[src/data_move_pkg.sv]
// ==========================================================================
// Shared constants and types for the data-move execution block
package data_move_pkg;

  // ========================================================================
  // Widths
  localparam int ADDR_W = 12;
  localparam int DATA_W = 8;
  localparam int WORD_W = 16;

  // ========================================================================
  // Opcode prefixes
  localparam logic [3:0] OP_COPY_SRC  = 4'hC;   // First word of the copy
  localparam logic [3:0] OP_COPY_DST  = 4'hF;   // Second word of the copy
  localparam logic [7:0] OP_BANK_LOAD = 8'h01;
  localparam logic [7:0] OP_LIT_LOAD  = 8'h0E;
  localparam logic [6:0] OP_STORE     = 7'h37;  // 0110 111, access bit follows

  // ========================================================================
  // Data space layout
  localparam logic [ADDR_W-1:0] ACC_FILE_ADDR    = 12'hFE8; // Accumulator's file address
  localparam logic [7:0]        ACCESS_SPLIT     = 8'h80;   // Low access half ends here
  localparam logic [7:0]        INDEXED_MAX      = 8'h5F;   // Highest indexed offset
  localparam logic [3:0]        ACCESS_HIGH_BANK = 4'hF;
  localparam logic [3:0]        BANK_LOW_BANK    = 4'h0;
  localparam logic [3:0]        BANK_UPPER_ZERO  = 4'h0;

  // ========================================================================
  // Reset values
  localparam logic [DATA_W-1:0] ACC_RESET  = 8'h00;
  localparam logic [DATA_W-1:0] BANK_RESET = 8'h00;
  localparam logic [WORD_W-1:0] WORD_RESET = 16'h0000;
  localparam logic [ADDR_W-1:0] ADDR_RESET = 12'h000;

  // ========================================================================
  // Quarter-cycle phases of one instruction cycle
  typedef enum logic [1:0] {Q1, Q2, Q3, Q4} phase_type;

endpackage : data_move_pkg

[src/phase_if.sv]
`timescale 1ns/10ps
// ==========================================================================
// Quarter-phase bundle from the phase generator to the execution logic
interface phase_if;
  import data_move_pkg::*;

  phase_type phase;

  modport gen (output phase);
  modport use_side (input phase);

endinterface : phase_if

[src/data_move_exec.sv]
`timescale 1ns/10ps
module data_move_exec (
  input  wire logic                              clk,
  input  wire logic                              rst_n,
  input  wire logic [data_move_pkg::WORD_W-1:0]  prog_word,
  input  wire logic                              word_valid,
  input  wire logic                              ext_set_en,
  input  wire logic [data_move_pkg::ADDR_W-1:0]  index_base,
  input  wire logic [data_move_pkg::DATA_W-1:0]  mem_rdata,
  output logic      [data_move_pkg::ADDR_W-1:0]  mem_addr,
  output logic                                   mem_rd,
  output logic                                   mem_wr,
  output logic      [data_move_pkg::DATA_W-1:0]  mem_wdata,
  output logic      [data_move_pkg::DATA_W-1:0]  acc,
  output logic      [data_move_pkg::DATA_W-1:0]  bank_sel
);
  import data_move_pkg::*;

  // ========================================================================
  // Helpers

  // Data address of a byte operand; the access bank is split in two halves
  function automatic logic [ADDR_W-1:0] bank_address(
    input logic              access_bit,
    input logic [7:0]        f,
    input logic [DATA_W-1:0] bank,
    input logic              ext,
    input logic [ADDR_W-1:0] base
  );
    logic [ADDR_W-1:0] sum;
    sum = base + {BANK_LOW_BANK, f};
    if (access_bit) begin
      bank_address = {bank[3:0], f};
    end else if (ext && (f <= INDEXED_MAX)) begin
      bank_address = sum;
    end else if (f < ACCESS_SPLIT) begin
      bank_address = {BANK_LOW_BANK, f};
    end else begin
      bank_address = {ACCESS_HIGH_BANK, f};
    end
  endfunction : bank_address

  // The accumulator lives in the file space but is held here
  function automatic logic is_acc(input logic [ADDR_W-1:0] addr);
    is_acc = (addr == ACC_FILE_ADDR);
  endfunction : is_acc

  // ========================================================================
  // Phase sequencer
  phase_if ph ();

  phase_gen u_phase (
    .clk   (clk),
    .rst_n (rst_n),
    .ph    (ph)
  );

  // ========================================================================
  // State
  logic [WORD_W-1:0] instr_reg;
  logic              instr_ok_reg;
  logic              pending_reg;
  logic [DATA_W-1:0] copy_data_reg;
  logic [DATA_W-1:0] acc_reg;
  logic [DATA_W-1:0] acc_next;
  logic [DATA_W-1:0] bank_sel_reg;
  logic [DATA_W-1:0] bank_sel_next;
  logic [ADDR_W-1:0] mem_addr_reg;
  logic [ADDR_W-1:0] mem_addr_next;
  logic              mem_rd_reg;
  logic              mem_rd_next;
  logic              mem_wr_reg;
  logic              mem_wr_next;
  logic [DATA_W-1:0] mem_wdata_reg;
  logic [DATA_W-1:0] mem_wdata_next;

  // ========================================================================
  // Decode
  wire              at_q1       = (ph.phase == Q1);
  wire              at_q2       = (ph.phase == Q2);
  wire              at_q3       = (ph.phase == Q3);
  wire              at_q4       = (ph.phase == Q4);
  wire [7:0]        lit_k       = instr_reg[7:0];
  wire [ADDR_W-1:0] file_full   = instr_reg[ADDR_W-1:0];
  wire              is_copy_src = instr_ok_reg && (instr_reg[15:12] == OP_COPY_SRC);
  wire              is_copy_dst = instr_ok_reg && pending_reg
                                  && (instr_reg[15:12] == OP_COPY_DST);
  wire              is_bank     = instr_ok_reg && (instr_reg[15:8] == OP_BANK_LOAD);
  wire              is_lit      = instr_ok_reg && (instr_reg[15:8] == OP_LIT_LOAD);
  wire              is_store    = instr_ok_reg && (instr_reg[15:9] == OP_STORE);
  wire [ADDR_W-1:0] store_addr  = bank_address(instr_reg[8], lit_k, bank_sel_reg,
                                               ext_set_en, index_base);
  wire              src_is_acc  = is_acc(file_full);
  wire              dst_is_acc  = is_acc(file_full);
  wire              store_acc   = is_acc(store_addr);

  // Memory strobes: read stands in Q2, write stands in Q4
  assign mem_rd_next = at_q1 && ((is_copy_src && !src_is_acc)
                                 || (is_store && !store_acc));
  assign mem_wr_next = at_q3 && ((is_copy_dst && !dst_is_acc)
                                 || (is_store && !store_acc));
  assign mem_addr_next = mem_rd_next ? (is_copy_src ? file_full : store_addr) :
                         mem_wr_next ? (is_copy_dst ? file_full : store_addr) :
                         mem_addr_reg;
  assign mem_wdata_next = !mem_wr_next ? mem_wdata_reg :
                          is_copy_dst  ? copy_data_reg : acc_reg;

  // Accumulator and bank select change only at the end of Q4
  assign acc_next = !at_q4                     ? acc_reg :
                    is_lit                     ? lit_k :
                    (is_copy_dst && dst_is_acc) ? copy_data_reg :
                    acc_reg;
  assign bank_sel_next = (at_q4 && is_bank) ? {BANK_UPPER_ZERO, lit_k[3:0]}
                                            : bank_sel_reg;

  // ========================================================================
  // Instruction latch; a missing word leaves a no-op cycle
  always_ff @(posedge clk or negedge rst_n) begin
    if (!rst_n) begin
      instr_reg    <= WORD_RESET;
      instr_ok_reg <= 1'h0;
    end else if (at_q4) begin
      instr_reg    <= word_valid ? prog_word : instr_reg;
      instr_ok_reg <= word_valid;
    end
  end

  // Copy pending across the gap; a stalled second word stretches it
  always_ff @(posedge clk or negedge rst_n) begin
    if (!rst_n) begin
      pending_reg <= 1'h0;
    end else if (at_q2 && is_copy_src) begin
      pending_reg <= 1'h1;
    end else if (at_q4 && instr_ok_reg && !is_copy_src) begin
      pending_reg <= 1'h0;
    end
  end

  // Source byte captured at the end of the read phase
  always_ff @(posedge clk or negedge rst_n) begin
    if (!rst_n) begin
      copy_data_reg <= ACC_RESET;
    end else if (at_q2 && is_copy_src) begin
      copy_data_reg <= src_is_acc ? acc_reg : mem_rdata;
    end
  end

  // Output and working registers
  always_ff @(posedge clk or negedge rst_n) begin
    if (!rst_n) begin
      acc_reg       <= ACC_RESET;
      bank_sel_reg  <= BANK_RESET;
      mem_addr_reg  <= ADDR_RESET;
      mem_rd_reg    <= 1'h0;
      mem_wr_reg    <= 1'h0;
      mem_wdata_reg <= ACC_RESET;
    end else begin
      acc_reg       <= acc_next;
      bank_sel_reg  <= bank_sel_next;
      mem_addr_reg  <= mem_addr_next;
      mem_rd_reg    <= mem_rd_next;
      mem_wr_reg    <= mem_wr_next;
      mem_wdata_reg <= mem_wdata_next;
    end
  end

  assign mem_addr  = mem_addr_reg;
  assign mem_rd    = mem_rd_reg;
  assign mem_wr    = mem_wr_reg;
  assign mem_wdata = mem_wdata_reg;
  assign acc       = acc_reg;
  assign bank_sel  = bank_sel_reg;
endmodule : data_move_exec

[src/phase_gen.sv]
`timescale 1ns/10ps
// ==========================================================================
// Four-phase sequencer, one phase per clock
module phase_gen (
  input  wire logic clk,
  input  wire logic rst_n,
  phase_if.gen      ph
);
  import data_move_pkg::*;

  phase_type phase_reg;
  phase_type phase_next;

  // Phases wrap Q4 back to Q1
  always_comb begin
    case (phase_reg)
      Q1:      phase_next = Q2;
      Q2:      phase_next = Q3;
      Q3:      phase_next = Q4;
      Q4:      phase_next = Q1;
      default: phase_next = Q1;
    endcase
  end

  // Phase register
  always_ff @(posedge clk or negedge rst_n) begin
    if (!rst_n) begin
      phase_reg <= Q1;
    end else begin
      phase_reg <= phase_next;
    end
  end

  assign ph.phase = phase_reg;

endmodule : phase_gen

[config.mk]
export PLATFORM = sky130hd
export DESIGN_NAME = data_move_exec
export DESIGN_NICKNAME = d
export VERILOG_FILES = /design/src/data_move_pkg.sv /design/src/phase_if.sv /design/src/data_move_exec.sv /design/src/phase_gen.sv
export SDC_FILE = /design/constraint.sdc
export NUM_CORES = 1
export LEC_CHECK = 0
export ABC_AREA = 1
export BUFFER_PORTS_ARGS = -buffer_cell sky130_fd_sc_hd__buf_2
export CELL_PAD_IN_SITES_DETAIL_PLACEMENT = 1
export CELL_PAD_IN_SITES_GLOBAL_PLACEMENT = 2
export CORE_MARGIN = 8
export CORE_UTILIZATION = 33
export DETAILED_ROUTE_END_ITERATION = 6
export GPL_ROUTABILITY_DRIVEN = 0
export GPL_TIMING_DRIVEN = 0
export PLACE_DENSITY = 0.91
export SYNTH_ARGS = -nofsm -noshare
export SYNTH_HDL_FRONTEND = slang
export SYNTH_SLANG_ARGS = --single-unit
[constraint.sdc]
create_clock -name clk -period 4.55 [get_ports clk]
set_clock_uncertainty 0.2 [all_clocks]
set_input_delay 0.6825 -clock clk [delete_from_list [all_inputs] [get_ports clk]]
set_output_delay 0.6825 -clock clk [all_outputs]
set_load 0.01 [all_outputs]
==> results of run 1 <==
[final cells by class]
class	instances	area (µm²)
fillers	1485	6760
flip-flops and latches	62	1550
plain buffers	20	116
multi-input cells	418	2060
repair buffers	73	368
clock buffers	9	225
well taps	143	179
clock inverters	6	63.8
inverters	53	200
[synthesized netlist by cell type]
library cell and count:
nand2_1 186, o21ai_0 65, dfrtp_1 62, inv_1 50, nand3_1 42, nor2_1 31
a21oi_1 29, clkbuf_1 12, ha_1 12, mux2_2 7, nand4_1 6, nor4_1 6
buf_4 5, or2_2 5, nor3_1 4, buf_6 3, nand2_2 3, nand2_4 3
nand3b_1 3, inv_2 2, o21ai_1 2, xnor2_1 2, and2_4 1, clkinv_2 1
conb_1 1, fa_1 1, nand2_8 1, nor2_2 1, o21ai_2 1, o21bai_1 1
o41ai_1 1, xor2_1 1
[power breakdown]
group          leakage, nW  switching, mW  total, mW  internal, mW
sequential           0.778         0.0464      0.648         0.601
combinational         1.64          0.188      0.303         0.115
clock                0.137          0.250      0.669         0.419
[metal layers]
layer	wire length, µm	track usage (%)
met2	6140	27.6
met5	0	0
met3	558	3.85
met1	6150	22.6
met4	121	4.66
[stage by stage]
stage	cells	hold WS, ps	setup WS (ps)	total power, mW	util [%]
floorplan	553	187	1530	0.833	-
global placement	769	259	1000	0.947	38.8
detailed placement	769	260	982	0.959	38.8
CTS	784	275	1300	1.64	41.3
global route	784	298	997	1.71	41.3
finish	784	220	1330	1.62	41.3
[kinds of logic after synthesis]
family / count (synthesis)
other: 1
muxes: 7
adders and majority gates: 13
DFF: 62
xor gates and xnor gates: 3
and+or+nand+nor: 292
buffers and inverters: 73
AOI/OAI and AO/OA: 99
[worst max-delay path, delay by kind of cell, from the launching register on]
kind	cells	cell delay, ps
buf+inv	1	140
fa+ha+maj	2	720
compound gates	1	260
simple gates	11	1140
flops	1	460
xor+xnor	1	180
[how the worst min path moves through the flow]
stage                       startpoint                      end  slack (ps)  cells past startpoint
6_report                         rst_n  mem_addr[4]$_DFFE_PN0P_         220                      1
5_1_grt                          rst_n  mem_addr[4]$_DFFE_PN0P_         300                      1
3_3_place_gp   mem_addr[0]$_DFFE_PN0P_  mem_addr[0]$_DFFE_PN0P_         260                      2
4_1_cts        mem_addr[8]$_DFFE_PN0P_  mem_addr[8]$_DFFE_PN0P_         280                      2
3_5_place_dp   mem_addr[8]$_DFFE_PN0P_  mem_addr[8]$_DFFE_PN0P_         260                      2
2_1_floorplan                    rst_n       acc[0]$_DFFE_PN0P_         190                      0
==> flow_summary.toml, run 1 <==
[setup_path]
reg2reg_to = "mem_addr[7]$_DFFE_PN0P_"
crit_end = "mem_addr[7]$_DFFE_PN0P_"
rrSetupSlack_ps = 1330
cpPeakStageDelay_ps = 460
worstPathMaxFanout = 10
cp-end-kind = "register"
worst_setup_path_start_kind = "register"
worstReg2RegStart = "instr_reg[0]$_DFFE_PN0P_"
cp_common_cell = "nand3_1"
slowest_stage = "dfrtp_1"
crit_chain = "ha_1 -> fa_1 -> nand3_1 -> nand3_1 -> xor2_1 -> o21ai_0 -> nand3_1 -> nor2_1 -> nand3_1 -> nand2_2 -> nand2_4 -> nand2_8 -> buf_6 -> nand2_1 -> nand3_1 -> nand2_1"
critical_path.startpoint = "instr_reg[0]$_DFFE_PN0P_"
critPathArrivalTime_ps = 3240
cp.required_ps = 4570
critPathKind = "reg2reg"
reg2regPathDepth = 16

[route]
routed_wl_um = 13000
drtIter0Drc = 260
wl_per_cell_um = 16.5
drt_first_pass_iters = 4
vias = 3926
viasPerCell = 5.01
ant_nets = 0
drc = 0

[pwr]
power_density_mw_per_mm2 = 340
leakagePower_nw = 2.55
ir_drop_uv = 170

[cells_and_area]
drive_above_1_share_pct = 18.9
nNetsFinal = 690
diodes = 0
area_growth_pct = 21.6
largest_reg_flops = 16
layout_commonest_cell = "nand2_1"
final_cell_area_mm2 = 0.00476
layout_common_cells = "186 x nand2_1, 72 x buf_2, 65 x o21ai_0"

[synth]
synthCells = 550
synth_simple_gate_area_share_pct = 32.2
synth.area.top_cells = "dfrtp_1 40%, nand2_1 18%, o21ai_0 8.3%"
synth_top_family_by_area = "simple AND/OR/NAND/NOR gates"
synthAdderAreaFrac_pct = 4.35
muxShareOfSynthArea_pct = 2.01
ys_seq_area_share_pct = 39.6
netlist_area_mm2 = 0.00391
yosysWarnings = 0
synth-xor-area-share_pct = 0.671
ys_ff_latch = 62
synth_compound_area_share_pct = 12.9
synth_cell_types = 32
synth_top_area_share_pct = 39.6
avgSynthCellArea_um2 = 7.12
yosysTopAreaCell = "dfrtp_1"

[clocking]
cts_buffer_depth = 2
cts_buffers = 9
h-tree-depth = 3
cts_num_sinks = 62
post-cts-setup-buffers = 0
path_clk_slew_ps = 50
cts_tree = "built"
cts_resized = 0
ctsRootBufferMaster = "clkbuf_16"
postCtsHoldBufs = 0
clock_latency_ps = 330

[flow_run]
drv_cap = 0

[floorplanning]
initial_core_util_pct = 34.0
die_x_um = 125
coreArea_mm2 = 0.0115
die_h_um = 125
rows = 39
io-pin-count = 78
fp.dieArea_mm2 = 0.0156

[timing]
post-route-period-util_pct = 70.7
slew_headroom_pct = 39.5
fin_crit_ps = 3220
finalMaxSlewViolations = 0
setup_tns_ps = 0
max_freq_mhz = 311
hold_viol_final = 0
rsz0062_at_grt = "false"
setup_viol = 0
worstMarginPinSlew_ps = 900

[placed_design]
io_buffers = 73
place_area_mm2 = 0.00447
dp_hpwl_um = 10200

[grt]
grt_usage_pct = 17.1
grt_max_degree = 63
grt_pass1_vias = 4214
grt_pass1_wl_um = 21900
overflow = 0
antenna_found_initial = 0

[hold_path]
hold_path_class = "in2async"

[outcome]
outcome = "finished, final reports clean"
Note: power is estimated with default switching activity, not from simulation.
==> inputs of run 2 (changes only) <==
--- a/config.mk
+++ b/config.mk
@@ -5,16 +5,16 @@
 export SDC_FILE = /design/constraint.sdc
 export NUM_CORES = 1
 export LEC_CHECK = 0
-export ABC_AREA = 1
+export ABC_AREA = 0
 export BUFFER_PORTS_ARGS = -buffer_cell sky130_fd_sc_hd__buf_2
 export CELL_PAD_IN_SITES_DETAIL_PLACEMENT = 1
 export CELL_PAD_IN_SITES_GLOBAL_PLACEMENT = 2
 export CORE_MARGIN = 8
-export CORE_UTILIZATION = 33
+export CORE_UTILIZATION = 34
 export DETAILED_ROUTE_END_ITERATION = 6
 export GPL_ROUTABILITY_DRIVEN = 0
 export GPL_TIMING_DRIVEN = 0
-export PLACE_DENSITY = 0.91
+export PLACE_DENSITY = 0.86
 export SYNTH_ARGS = -nofsm -noshare
 export SYNTH_HDL_FRONTEND = slang
 export SYNTH_SLANG_ARGS = --single-unit
==> constraint.sdc (replaced) <==
create_clock -name clk -period 3.25 [get_ports clk]
set_clock_uncertainty 0.2 [all_clocks]
set_input_delay 0.4875 -clock clk [delete_from_list [all_inputs] [get_ports clk]]
set_output_delay 0.4875 -clock clk [all_outputs]
set_load 0.01 [all_outputs]
==> run 2 against run 1 <==
  * The run now ends with negative setup slack left
  * Non-clock buffer count up 12
  * Register-to-register slack worse by 1500 ps
  * Via count down 16%
  * Critical path type unchanged
  * Largest power group is now registers
==> flow_summary.toml, run 2 <==
[setup_path]
slowest_stage = "a2111o_1"
path_depth = 11
worstReg2RegStart = "instr_reg[0]$_DFFE_PN0P_"
path_buf_inv = 0
cpPeakStageDelay_ps = 510
worstPathMaxFanout = 3
critPathKind = "reg2reg"
critical_path.startpoint = "instr_reg[0]$_DFFE_PN0P_"
worst_setup_path_start_kind = "register"
cp.required_ps = 3310
crit_family = "compound AO/OA/AOI/OAI gates"
critPathArrivalTime_ps = 3470
reg2regPathDepth = 11
cp-end-kind = "register"
crit_chain = "ha_4 -> fa_2 -> a21o_4 -> a21oi_4 -> o31ai_4 -> mux2_4 -> a2111o_1 -> o21bai_2 -> a21oi_1 -> or3_1 -> a31oi_1"

[cells_and_area]
nNetsFinal = 522
layout_common_cells = "74 x buf_2, 55 x dfrtp_1, 37 x mux2_2"
diodes = 0
largest_reg_flops = 16
fin_cells = 610
final_cell_area_mm2 = 0.00488
area_growth_pct = 35.1
drive_above_1_share_pct = 45.1
layout_commonest_cell = "buf_2"

[synth]
synthCells = 364
yosys-top-cells-count = "62 x dfrtp_1, 40 x nand2_1, 37 x mux2_2"
synth_most_common_cell = "dfrtp_1"
synth-edff-count = 0
synth.area.top_cells = "dfrtp_1 43%, mux2_2 12%, mux2i_1 5.8%"
synth_top_area_share_pct = 43.0
avgSynthCellArea_um2 = 9.92
yosysWarnings = 0
netlist_area_mm2 = 0.00361
ys.flop_type = "dfrtp_1"
ys_async_sr_fraction_pct = 100
ys_seq_area_share_pct = 43.0
synth_cell_types = 55
ys_ff_latch = 62
yosysTopAreaCell = "dfrtp_1"

[route]
wl_per_cell_um = 19.7
routed_wl_um = 12000
drt_first_pass_iters = 4
drtIter0Drc = 132
viasPerCell = 5.40
vias = 3294
ant_nets = 0
drc = 0

[grt]
overflow = 0
grt_pass1_vias = 3491
antenna_found_initial = 0
grt_max_degree = 63
grt_usage_pct = 16.4
grt_pass1_wl_um = 18700

[floorplanning]
coreArea_mm2 = 0.0103
io-pin-count = 78
die_x_um = 119
fp.dieArea_mm2 = 0.0142
rows = 37
initial_core_util_pct = 35.0
die_h_um = 119

[clocking]
cts_tree = "built"
cts_num_sinks = 62
cts_buffers = 9
cts_buffer_depth = 2
ctsRootBufferMaster = "clkbuf_8"
clock_latency_ps = 350
h-tree-depth = 3
path_clk_slew_ps = 80
postCtsHoldBufs = 0

[hold_path]
hold_path_class = "in2async"

[placed_design]
dp_hpwl_um = 8370
dp.cells = 576
io_buffers = 73
place_area_mm2 = 0.00418

[timing]
post-route-period-util_pct = 105
fin_crit_ps = 3410
setup_viol = 17
hold_viol_final = 0
slew_headroom_pct = 41.8
max_freq_mhz = 293
setup_ws_ps = -165
holdWs_ps = 17.8
rsz0062_at_grt = "true"
worstMarginPinSlew_ps = 866
finalMaxSlewViolations = 0

[pwr]
ir_drop_uv = 244
power_mw = 2.27
leakagePower_nw = 2.22
power_density_mw_per_mm2 = 465

[outcome]
violations = "negative setup slack"
outcome = "finished, violations left"

[flow_run]
drv_cap = 0
-- run 2: kinds of logic (layout without fill, tap and decap cells) --
family | count (synthesis) | after routing | synth area share [%]
AO/OA/AOI/OAI | 88 | 88 | 15.5
XOR/XNOR | 6 | 6 | 1.46
AND/OR/NAND/NOR | 110 | 110 | 14.3
flip-flops | 62 | 62 | 43.0
other | 1 | 4 | 0.104
adder cells (fa/ha/maj) | 13 | 13 | 4.71
buffers and inverters | 25 | 132 | 3.19
multiplexers | 59 | 59 | 17.7
-- run 2: layer usage --
metal  vias to the layer above  global-route usage, %  share of wire, %
met5                         -                      0                 0
met3                        14                   3.07               4.1
li1                       1537                      -                 -
met1                      1668                   20.1                43
met2                        75                   28.7                51
met4                         0                   4.74               1.9
-- run 2: path summary, 6_finish.rpt --
| path | slack, ps | to |
|---|---|---|
| min | 20 | mem_wdata[1]$_DFFE_PN0P_ |
| min reg2reg | 300 | mem_addr[4]$_DFFE_PN0P_ |
| max reg2reg | -160 | mem_addr[7]$_DFFE_PN0P_ |
| max in group asynchronous | 2240 | instr_reg[7]$_DFFE_PN0P_ |
| max | -160 | mem_addr[7]$_DFFE_PN0P_ |
| min in group clk | 170 | instr_reg[9]$_DFFE_PN0P_ |
-- run 2: layout make-up --
type                            instances  area (µm²)
Sequential cell                        62        1560
Timing Repair Buffer                   93         567
Multi-Input combinational cell        280        2230
Fill cell                            1174        5450
Buffer                                 12        81.3
Clock inverter                          7        98.8
Inverter                               11        41.3
Clock buffer                            9         124
Tap cell                              136         170
-- run 2: repair_timing --
action	4_1_cts	5_1_grt
pin swaps	5	24
cloned	0	1
buffers inserted	8	11
resized for setup	18	67
endpoints found under the setup margin	22	21
-- run 2: metrics by stage --
step | utilization, % | setup TNS (ps) | setup slack, ps
2_1_floorplan | - | 0 | 6.75
3_3_place_gp | 40.5 | -9470 | -613
3_5_place_dp | 40.5 | -10010 | -647
4_1_cts | 44.1 | -2140 | -223
5_1_grt | 47.2 | -3490 | -258
6_report | 47.2 | -1330 | -165
-- run 2: report_power, final --
group,switching [mW],internal [mW]
registers,0.0965,0.864
logic,0.288,0.251
clock network,0.334,0.434
==> inputs of run 3 (changes only) <==
--- a/config.mk
+++ b/config.mk
@@ -9,12 +9,11 @@
 export BUFFER_PORTS_ARGS = -buffer_cell sky130_fd_sc_hd__buf_2
 export CELL_PAD_IN_SITES_DETAIL_PLACEMENT = 1
 export CELL_PAD_IN_SITES_GLOBAL_PLACEMENT = 2
-export CORE_MARGIN = 8
 export CORE_UTILIZATION = 34
 export DETAILED_ROUTE_END_ITERATION = 6
 export GPL_ROUTABILITY_DRIVEN = 0
-export GPL_TIMING_DRIVEN = 0
 export PLACE_DENSITY = 0.86
+export RECOVER_POWER = 25
 export SYNTH_ARGS = -nofsm -noshare
 export SYNTH_HDL_FRONTEND = slang
 export SYNTH_SLANG_ARGS = --single-unit
==> run 3 against run 2 <==
  * The flow still finishes with violations (negative setup slack)
  * Clock power decreased by 6.2%
  * First-iteration DRC count up 2.3%
  * Sequential share of layout area grew 0.52 points
  * Fmax up 2.2%
  * Hold slack gained 150 ps
  * Total power down 1.9%
  * Cell area is 2.2% lower
  * Non-clock buffer count is 19 higher
  * Sequential power is 2% lower
  * Critical endpoint unchanged
  * Largest cell class unchanged
==> flow_summary.toml, run 3 (same netlist as run 2, synthesis figures left out) <==
[grt]
antenna_found_initial = 0
grt_pass1_wl_um = 18500
grt_usage_pct = 21.5
grt_pass1_vias = 3560
grt_max_degree = 40
overflow = 0

[cells_and_area]
diodes = 0
area_growth_pct = 32.2
fillers = 1211
fin_util_pct = 46.2
multi_input_area_mm2 = 0.00203
largest_reg_flops = 16
fin_cells = 629
drive_above_1_share_pct = 37.7
ff_latch_area_mm2 = 0.00155
layout_common_cells = "63 x buf_2, 62 x dfrtp_1, 46 x buf_4"
nNetsFinal = 541
layout_commonest_cell = "buf_2"

[setup_path]
critPathArrivalTime_ps = 3410
cpPeakStageDelay_ps = 430
crit_chain = "ha_1 -> nand3_1 -> a211o_1 -> a21boi_0 -> mux2i_2 -> o21ai_0 -> o21bai_2 -> a21oi_1 -> or3_1 -> a31oi_1"
slowest_stage = "dfrtp_1"
critPathKind = "reg2reg"
worst_setup_path_start_kind = "register"
cp.required_ps = 3320
cp-end-kind = "register"
worstPathMaxFanout = 6

[outcome]
outcome = "finished, violations left"
violations = "negative setup slack"

[floorplanning]
fp.dieArea_mm2 = 0.0110
die_h_um = 105
die_x_um = 105
rows = 37
coreArea_mm2 = 0.0103
io-pin-count = 78
initial_core_util_pct = 35.0

[timing]
worstMarginPinSlew_ps = 1440
finalMaxSlewViolations = 0
rsz0062_at_grt = "true"
post-route-period-util_pct = 103
fin_crit_ps = 3340
setup_viol = 10
max_freq_mhz = 299
hold_viol_final = 0
setup_ws_ps = -90.0
slew_headroom_pct = 4.00
holdWs_ps = 165

[route]
routed_wl_um = 11400
vias = 3282
ant_nets = 0
viasPerCell = 5.22
drt_first_pass_iters = 4
drc = 0
wl_per_cell_um = 18.1
drtIter0Drc = 135

[clocking]
h-tree-depth = 3
path_clk_slew_ps = 80
cts_buffers = 9
cts_tree = "built"
clock_latency_ps = 350
cts_num_sinks = 62
ctsRootBufferMaster = "clkbuf_8"
cts_buffer_depth = 2

[pwr]
power_density_mw_per_mm2 = 467
leakagePower_nw = 2.25
power_mw = 2.23
ir_drop_uv = 200

[placed_design]
dp_hpwl_um = 8730
io_buffers = 73
place_ws_ps = -277
dp.cells = 605

[hold_path]
hold_path_class = "in2reg"

[flow_run]
drv_cap = 0
run 3: what timing repair did:
action                     in CTS  in global routing
hold endpoints to repair       23                  0
pin swaps                       1                  2
hold buffers                    1                  0
cloned                          0                  0
setup endpoints to repair      17                 21
resized for setup               8                 13
setup buffers                   2                  5
run 3: area by class of cell:
class	instances	area share [%]
Clock buffer	9	2.60
Sequential cell	62	32.5
Multi-Input combinational cell	280	42.5
Timing Repair Buffer	124	16.2
Clock inverter	7	1.73
Tap cell	136	3.57
Inverter	11	0.865
run 3: final timing paths:
check	start	end	slack, ps	cells after the start
setup / recovery	instr_reg[5]$_DFFE_PN0P_	mem_addr[7]$_DFFE_PN0P_	-90	10
hold / removal	prog_word[0]	instr_reg[0]$_DFFE_PN0P_	160	2
setup reg to reg	instr_reg[5]$_DFFE_PN0P_	mem_addr[7]$_DFFE_PN0P_	-90	10
hold reg to reg	mem_wdata[5]$_DFFE_PN0P_	mem_wdata[5]$_DFFE_PN0P_	280	2
max in group asynchronous	rst_n	instr_reg[14]$_DFFE_PN0P_	1180	3
min in group asynchronous	rst_n	mem_wdata[1]$_DFFE_PN0P_	800	2
run 3: power breakdown:
| group | total [mW] | internal, mW | switching (mW) |
|---|---|---|---|
| Clock | 0.720 | 0.364 | 0.356 |
| Sequential | 0.945 | 0.862 | 0.0828 |
| Combinational | 0.560 | 0.266 | 0.294 |
| Total | 2.23 | 1.49 | 0.733 |
run 3: critical path, delay by kind of cell (launching register included):
| family | cells | cell delay, ps |
|---|---|---|
| muxes | 1 | 390 |
| and+or+nand+nor | 2 | 550 |
| DFF | 1 | 430 |
| AOI/OAI and AO/OA | 6 | 1290 |
| adders and majority gates | 1 | 400 |
run 3: stage by stage:
stage | TNS (ps) | cell area [µm²]
after floorplan | 0 | 3640
after global placement | -2320 | 4440
after detailed placement | -4420 | 4440
after CTS | -37.3 | 4700
after global routing | -2530 | 4770
final | -286 | 4770
run 3: layer usage:
metal	vias up	routed length (µm)	GRT usage [%]
met4	0	223	7.14
met5	-	0	0
met2	67	5700	36.0
met3	18	316	3.37
li1	1564	-	-
met1	1633	5170	28.4
